File: src/pkg/czd_pkg.sv
// Opcode, addressing and timing constants for the opcode decode subset
`default_nettype none
package czd_pkg;
    // Opcodes of the covered instructions
    localparam logic [7:0] OP_TEST_DIR  = 8'h3D;
    localparam logic [7:0] OP_TEST_ACC  = 8'h4D;
    localparam logic [7:0] OP_TEST_IDX  = 8'h5D;
    localparam logic [7:0] OP_TEST_IX1  = 8'h6D;
    localparam logic [7:0] OP_TEST_IX   = 8'h7D;
    localparam logic [7:0] OP_COPY_X2A  = 8'h9F;
    localparam logic [7:0] OP_WAIT      = 8'h8F;
    // High nibbles of the indexed memory columns
    localparam logic [3:0] COL_IX       = 4'hF;
    localparam logic [3:0] COL_IX1      = 4'hE;
    localparam logic [3:0] COL_IX2      = 4'hD;
    // Cycle counts
    localparam logic [3:0] CYC_TEST_DIR = 4'h4;
    localparam logic [3:0] CYC_TEST_ACC = 4'h3;
    localparam logic [3:0] CYC_TEST_IDX = 4'h3;
    localparam logic [3:0] CYC_TEST_IX1 = 4'h5;
    localparam logic [3:0] CYC_TEST_IX  = 4'h4;
    localparam logic [3:0] CYC_COPY_X2A = 4'h2;
    localparam logic [3:0] CYC_WAIT     = 4'h2;
    localparam logic [3:0] CYC_ONE      = 4'h1;
    // Condition code bit positions
    localparam int CC_C = 0;
    localparam int CC_Z = 1;
    localparam int CC_N = 2;
    localparam int CC_I = 3;
    localparam int CC_H = 4;
    localparam int SIGN_BIT = 7;
    localparam logic [7:0] ZERO_BYTE = 8'h00;
    localparam logic [7:0] CC_RESET  = 8'hE8;

    typedef enum logic [3:0] {
        CZD_SUB, CZD_CMP, CZD_SBC, CZD_CPX, CZD_AND, CZD_BIT, CZD_LDA, CZD_STA,
        CZD_EOR, CZD_ADC, CZD_ORA, CZD_ADD, CZD_JMP, CZD_JSR, CZD_LDX, CZD_STX
    } czd_alu_op_t;

    typedef enum logic [2:0] {
        CZD_AM_NONE, CZD_AM_DIR, CZD_AM_EXT, CZD_AM_IX, CZD_AM_IX1, CZD_AM_IX2
    } czd_amode_t;
endpackage : czd_pkg
`default_nettype wire

File: src/rtl/czd_addr_calc.sv
// Effective address former for direct, extended and indexed modes
`default_nettype none
module czd_addr_calc
    import czd_pkg::*;
(
    input  wire czd_amode_t  amode_i,   // Addressing mode
    input  wire logic [7:0]  byte_hi_i, // First operand byte
    input  wire logic [7:0]  byte_lo_i, // Second operand byte
    input  wire logic [7:0]  index_i,   // Index register
    output logic      [15:0] ea_o       // Effective address
);
    wire [15:0] ea_dir = {ZERO_BYTE, byte_hi_i};
    wire [15:0] ea_ext = {byte_hi_i, byte_lo_i};
    wire [15:0] ea_ix  = {ZERO_BYTE, index_i};
    wire [15:0] ea_ix1 = {ZERO_BYTE, byte_hi_i} + {ZERO_BYTE, index_i};
    wire [15:0] ea_ix2 = {byte_hi_i, byte_lo_i} + {ZERO_BYTE, index_i};

    always_comb begin
        unique case (amode_i)
            CZD_AM_DIR: ea_o = ea_dir;
            CZD_AM_EXT: ea_o = ea_ext;
            CZD_AM_IX:  ea_o = ea_ix;
            CZD_AM_IX1: ea_o = ea_ix1;
            CZD_AM_IX2: ea_o = ea_ix2;
            default:    ea_o = 16'h0000;
        endcase
    end
endmodule : czd_addr_calc
`default_nettype wire

File: src/rtl/czd_decode.sv
// Opcode decoder for the zero test, index copy, wait and indexed columns
// Notes on behaviour
// - Zero test opcodes 3D direct, 4D acc, 5D index, 6D byte offset, 7D indexed.
// - Zero test updates only N and Z; takes 4, 3, 3, 5, 4 cycles.
// - 9F copies index into accumulator in 2 cycles, flags untouched.
// - 8F clears I, halts CPU clock until interrupt, 2 cycles.
// - Byte offset mode fetches one offset byte and adds index.
// - Word offset mode fetches two offset bytes, high then low.
// - Extended mode takes address from two bytes, high then low; czd_addr_calc forms it, but no decoded opcode selects it.
// - Direct mode uses one byte as address in low page.
// - High nibble F/E/D picks column; low nibble picks one of sixteen operations.
`default_nettype none
module czd_decode
    import czd_pkg::*;
(
    input  wire logic        clk_i,        // 20 MHz CPU clock
    input  wire logic        reset_i,      // Synchronous reset, active high
    input  wire logic        op_valid_i,   // Opcode byte on op_byte_i is new
    input  wire logic [7:0]  op_byte_i,    // Opcode byte from program memory
    input  wire logic        opnd_valid_i, // Operand byte on opnd_byte_i
    input  wire logic [7:0]  opnd_byte_i,  // Operand byte, in fetch order
    input  wire logic [7:0]  acc_i,        // Accumulator value
    input  wire logic [7:0]  index_i,      // Index register value
    input  wire logic [7:0]  mem_data_i,   // Operand read from memory
    input  wire logic [7:0]  cc_i,         // Condition code register in
    input  wire logic        irq_i,        // Interrupt request, same clock
    output logic             done_o,       // Instruction decoded, pulse
    output logic [3:0]       cycles_o,     // Cycles charged
    output logic [7:0]       cc_o,         // Condition code register out
    output logic             cc_we_o,      // Write cc_o back, pulse
    output logic [7:0]       acc_o,        // New accumulator value
    output logic             acc_we_o,     // Write acc_o back, pulse
    output logic             clk_halt_o,   // CPU clock held off
    output logic [15:0]      ea_o,         // Effective address
    output logic             ea_valid_o,   // ea_o valid, pulse
    output logic [3:0]       alu_op_o,     // Column operation select
    output logic             alu_valid_o   // alu_op_o valid, pulse
);
    typedef enum logic [1:0] {CZD_IDLE, CZD_OPND1, CZD_OPND2} czd_state_t;

    czd_state_t  state_reg, state_next;
    logic [7:0]  op_reg;
    logic [7:0]  hi_reg;
    logic [7:0]  lo_byte;
    czd_amode_t  amode;
    logic [1:0]  need;
    logic [15:0] ea_w;

    // Decode of a held opcode
    wire [3:0] op_hi    = op_reg[7:4];
    wire [3:0] op_lo    = op_reg[3:0];
    wire is_t_dir = (op_reg == OP_TEST_DIR);
    wire is_t_acc = (op_reg == OP_TEST_ACC);
    wire is_t_idx = (op_reg == OP_TEST_IDX);
    wire is_t_ix1 = (op_reg == OP_TEST_IX1);
    wire is_t_ix  = (op_reg == OP_TEST_IX);
    wire is_test  = is_t_dir | is_t_acc | is_t_idx | is_t_ix1 | is_t_ix;
    wire is_copy  = (op_reg == OP_COPY_X2A);
    wire is_wait  = (op_reg == OP_WAIT);
    wire col_ix   = (op_hi == COL_IX);
    wire col_ix1  = (op_hi == COL_IX1);
    wire col_ix2  = (op_hi == COL_IX2);
    wire is_col   = col_ix | col_ix1 | col_ix2;

    always_comb begin
        if (is_t_dir) amode = CZD_AM_DIR;
        else if (is_t_ix1 || col_ix1) amode = CZD_AM_IX1;
        else if (is_t_ix || col_ix) amode = CZD_AM_IX;
        else if (col_ix2) amode = CZD_AM_IX2;
        else amode = CZD_AM_NONE;
    end

    // Operand bytes still to fetch after the opcode
    always_comb begin
        unique case (amode)
            CZD_AM_DIR, CZD_AM_IX1: need = 2'd1;
            CZD_AM_IX2, CZD_AM_EXT: need = 2'd2;
            default:                need = 2'd0;
        endcase
    end

    // Tested value per form
    wire [7:0] tval = is_t_acc ? acc_i : (is_t_idx ? index_i : mem_data_i);
    wire       t_neg  = tval[SIGN_BIT];
    wire       t_zero = (tval == ZERO_BYTE);

    logic [7:0] cc_test;
    logic [7:0] cc_wait;
    always_comb begin
        cc_test = cc_i;
        cc_test[CC_N] = t_neg;
        cc_test[CC_Z] = t_zero;
        cc_wait = cc_i;
        cc_wait[CC_I] = 1'b0;
    end

    logic [3:0] cyc;
    always_comb begin
        if (is_t_dir) cyc = CYC_TEST_DIR;
        else if (is_t_acc) cyc = CYC_TEST_ACC;
        else if (is_t_idx) cyc = CYC_TEST_IDX;
        else if (is_t_ix1) cyc = CYC_TEST_IX1;
        else if (is_t_ix) cyc = CYC_TEST_IX;
        else if (is_copy) cyc = CYC_COPY_X2A;
        else if (is_wait) cyc = CYC_WAIT;
        else cyc = CYC_ONE;
    end

    // Held opcode stage: byte arrives, decode runs on the registered copy
    logic pending_reg;
    wire  finish = pending_reg && (state_reg == CZD_IDLE) && (need == 2'd0);
    wire  got1   = (state_reg == CZD_OPND1) && opnd_valid_i;
    wire  got2   = (state_reg == CZD_OPND2) && opnd_valid_i;
    wire  last   = finish || (got1 && need == 2'd1) || got2;
    assign lo_byte = got2 ? opnd_byte_i : ZERO_BYTE;
    wire [7:0] first_byte = got1 ? opnd_byte_i : hi_reg;

    czd_addr_calc u_addr (
        .amode_i   (amode),
        .byte_hi_i (first_byte),
        .byte_lo_i (lo_byte),
        .index_i   (index_i),
        .ea_o      (ea_w)
    );

    always_comb begin
        state_next = state_reg;
        unique case (state_reg)
            CZD_IDLE:  if (pending_reg && need != 2'd0) state_next = CZD_OPND1;
            CZD_OPND1: if (got1) state_next = (need == 2'd2) ? CZD_OPND2 : CZD_IDLE;
            CZD_OPND2: if (got2) state_next = CZD_IDLE;
        endcase
    end

    always_ff @(posedge clk_i) begin
        if (reset_i) begin
            state_reg   <= CZD_IDLE;
            pending_reg <= 1'b0;
            op_reg      <= 8'h00;
            hi_reg      <= 8'h00;
        end else begin
            state_reg <= state_next;
            if (got1) hi_reg <= opnd_byte_i;                        // high first
            if (op_valid_i && !pending_reg && !clk_halt_o) begin
                op_reg      <= op_byte_i;
                pending_reg <= 1'b1;
            end else if (last) begin
                pending_reg <= 1'b0;
            end
        end
    end

    // Results, all registered
    always_ff @(posedge clk_i) begin
        if (reset_i) begin
            done_o      <= 1'b0;
            cycles_o    <= 4'h0;
            cc_o        <= CC_RESET;
            cc_we_o     <= 1'b0;
            acc_o       <= 8'h00;
            acc_we_o    <= 1'b0;
            clk_halt_o  <= 1'b0;
            ea_o        <= 16'h0000;
            ea_valid_o  <= 1'b0;
            alu_op_o    <= 4'h0;
            alu_valid_o <= 1'b0;
        end else begin
            done_o      <= last;
            cycles_o    <= last ? cyc : cycles_o;
            cc_we_o     <= last && (is_test || is_wait);
            cc_o        <= !last ? cc_o : (is_wait ? cc_wait : cc_test);
            acc_we_o    <= last && is_copy;
            acc_o       <= (last && is_copy) ? index_i : acc_o;
            ea_valid_o  <= last && (amode != CZD_AM_NONE);
            ea_o        <= last ? ea_w : ea_o;
            alu_valid_o <= last && is_col;
            alu_op_o    <= (last && is_col) ? op_lo : alu_op_o;
            // Interrupt wins over a same-cycle wait so no wake is lost
            if (irq_i) clk_halt_o <= 1'b0;
            else if (last && is_wait) clk_halt_o <= 1'b1;
        end
    end
endmodule : czd_decode
`default_nettype wire

File: config.mk
export PLATFORM = sky130hd
export DESIGN_NAME = czd_decode
export DESIGN_NICKNAME = d
export VERILOG_FILES = /design/src/pkg/czd_pkg.sv /design/src/rtl/czd_addr_calc.sv /design/src/rtl/czd_decode.sv
export SDC_FILE = /design/constraint.sdc
export NUM_CORES = 1
export LEC_CHECK = 0
export BUFFER_PORTS_ARGS = -buffer_cell sky130_fd_sc_hd__buf_2
export CAP_MARGIN = 40
export CORE_MARGIN = 4
export CORE_UTILIZATION = 53
export CTS_CLUSTER_SIZE = 30
export DETAILED_ROUTE_END_ITERATION = 10
export PLACE_DENSITY_LB_ADDON = 0.25
export SETUP_SLACK_MARGIN = 0.5
export SLEW_MARGIN = 20
export SYNTH_ARGS = -nofsm -noshare
export SYNTH_HDL_FRONTEND = slang
export SYNTH_SLANG_ARGS = --single-unit
File: constraint.sdc
create_clock -name clk_i -period 4.4 [get_ports clk_i]
set_clock_uncertainty 0.15 [all_clocks]
set_input_delay 0.66 -clock clk_i [delete_from_list [all_inputs] [get_ports clk_i]]
set_output_delay 0.66 -clock clk_i [all_outputs]
set_load 0.02 [all_outputs]
==> impl_metrics.yaml <==
status:
  status: "finished, final reports clean"
sta:
  rsz0062_at_grt: "no"
  max-slew-margin-rel_pct: 43.2
  worstMarginPinSlew_ns: 0.849
  setup_viol: 0
  clock.fmax_mhz: 292
  maxSlewViolCount: 0
  tns_ns: 0
  period_needed_ns: 3.43
  fin_crit_sh_pct: 77.9
  hold_viol_final: 0
floorplanning:
  row_count: 30
  core_mm2: 0.00676
  initial_core_util_pct: 54.5
  ios: 99
  dieArea_mm2: 0.00835
  die_h_um: 91.4
  dieWidth_um: 91.4
critical_path:
  required_ns: 4.49
  worst_setup_path_start_kind: "register"
  cp.arrival_ns: 3.52
  crit_type: "register to register"
  cp_max_fo: 10
  cp-end-kind: "register"
yosys:
  yosys-top-cells-count: "64 x dfxtp_1, 46 x nor2_1, 41 x nand2_1, 31 x mux2i_1, 23 x a21oi_1"
  yosysMostFrequentCell: "dfxtp_1"
  ys_seq_area_share_pct: 34.8
  synth_top_area_share_pct: 34.8
  syn_area_per_cell_um2: 8.69
  async_flop_share_pct: 0
  synthFlopType: "dfxtp_1"
  synth_warnings: 0
  yosysTopAreaCell: "dfxtp_1"
  ys_ff_latch: 64
  yosysUniqueCellTypes: 62
  synth.net_count: 498
  synth.area.top_cells: "dfxtp_1 35%, mux2i_1 8.4%, ha_1 6.5%"
  synth_edf_count: 0
  synth_area_mm2: 0.00368
  syn_inst: 424
detailed_routing:
  drt-initial-drc-count: 282
  drt-pass1-iter-count: 5
  highest_layer: "met4"
  wl_per_cell_um: 17.6
  ant_nets: 0
  wl_met2_um: 4760
  num_vias: 3579
  avgViaCountPerCell: 5.99
  route.detailed.drc: 0
  routed_wl_um: 10500
  met3_length_um: 794
  wl_met1_um: 4800
grt:
  grt.total_usage_pct: 25.4
  grt_overflow: 0
  grt_pass1_wl_um: 17100
  grt_antenna_before_repair: 0
  grt_pass1_vias: 3363
  grt_max_degree: 44
cells_and_area:
  nFillCells: 579
  largest_reg_flops: 16
  antenna_cells: 0
  nNetsFinal: 586
  area_growth_pct: 18.2
  layout-drive-gt1-share_pct: 25.3
  regMostFlops: "ea_o"
  instances_no_fill: 597
clock_tree:
  numCtsBuffers: 9
  cts-root-buf: "clkbuf_8"
  cts.sink_count: 64
  post_cts_buffers: 0
  post_cts_resized: 0
  clk_latency_ns: 0.35
  cts_buffer_depth: 2
  path_clk_slew_ns: 0.08
  cts_tree: "yes"
  cts_hold_buf: 0
  htree_num_levels: 3
hold_path:
  hold_path_class: "register to register"
placement:
  place_inst: 580
  gp_congestion: 0.924
  io_buffers: 97
  dpl.hpwl_um: 7860
power_and_ir_drop:
  vdd_drop_max_mv: 0.283
  leakage_uw: 0.00216
  powerDensity_mw_per_mm2: 298
job:
  maxCapViolations: 0
-- critical path: stages, from the launching register on --
cell      delay (ns)
dfxtp_1         0.34
inv_1           0.08
ha_1            0.25
nand2_2         0.28
mux2_2          0.45
ha_1            0.23
fa_1            0.42
a211oi_1        0.33
o21ai_0         0.17
and2_1          0.18
nor3_1          0.15
o22ai_1         0.12
a22o_1          0.18
-- metal layers --
metal / up-vias / track usage (%)
li1: 1703 / -
met1: 1692 / 37.2
met2: 169 / 38.2
met3: 15 / 4.14
met4: 0 / 7.29
met5: - / 0
-- final timing paths --
check | startpoint | endpoint | slack [ns] | cells after the start
worst max-delay path | state_reg[1] | ea_o[8] | 0.97 | 12
worst min-delay path | cycles_o[0] | cycles_o[0] | 0.30 | 2
worst max register to register | state_reg[1] | ea_o[8] | 0.97 | 12
worst min register to register | cycles_o[0] | cycles_o[0] | 0.30 | 2
-- where the power goes --
group | internal, uW | switching (uW) | leakage [uW]
Sequential | 597 | 18.3 | 0.000519
Combinational | 82.3 | 128 | 0.00155
Clock | 220 | 249 | 0.0000887
Total | 900 | 396 | 0.00216
-- cells in the final DEF (no fill, tap or decap), types with 3 or more instances in the layout --
master	count
a21oi_1	23
a211o_1	3
nor2_1	46
o22ai_1	4
dfxtp_1	64
mux2_2	4
nor4_1	7
xor2_1	5
nor3_1	8
a22oi_1	4
or3_1	3
and2_1	6
o211ai_1	9
buf_2	97
clkbuf_8	10
a22o_1	13
and3_1	11
a21o_1	4
a211oi_1	4
nand2_1	41
nand3_1	16
o21ai_0	12
xnor2_1	11
inv_1	13
mux2i_1	31
ha_1	19
-- logic make-up after synthesis --
| logic type | after synthesis | share of synthesized area (%) |
|---|---|---|
| buf+inv | 35 | 4.79 |
| xor+xnor | 16 | 3.80 |
| other cells | 1 | 0.102 |
| compound gates | 96 | 18.6 |
| mux | 35 | 9.64 |
| fa+ha+maj | 21 | 7.54 |
| simple gates | 156 | 20.8 |
| flops | 64 | 34.8 |
-- stage by stage --
| stage | hold slack [ns] | setup WS [ns] | instance area, um^2 | util [%] | power [uW] |
|---|---|---|---|---|---|
| after floorplan | 0.345 | 1.11 | 3680 | - | 769 |
| after global placement | 0.285 | 0.899 | 4150 | 61.4 | 828 |
| after detailed placement | 0.293 | 0.843 | 4160 | 61.5 | 834 |
| after CTS | 0.304 | 1.01 | 4340 | 64.2 | 1300 |
| after global routing | 0.312 | 0.684 | 4360 | 64.5 | 1350 |
| final | 0.299 | 0.971 | 4360 | 64.5 | 1300 |
-- cell type report --
class,instances,area [um^2],share of cell area (%)
Clock inverter,6,42.5,0.977
Multi-Input combinational cell,325,2230,51.2
Inverter,13,48.8,1.12
Clock buffer,10,138,3.16
Timing Repair Buffer,99,513,11.8
Sequential cell,64,1280,29.4
Tap cell,80,100,2.30
No activity file was read; power rests on OpenSTA's default activity.
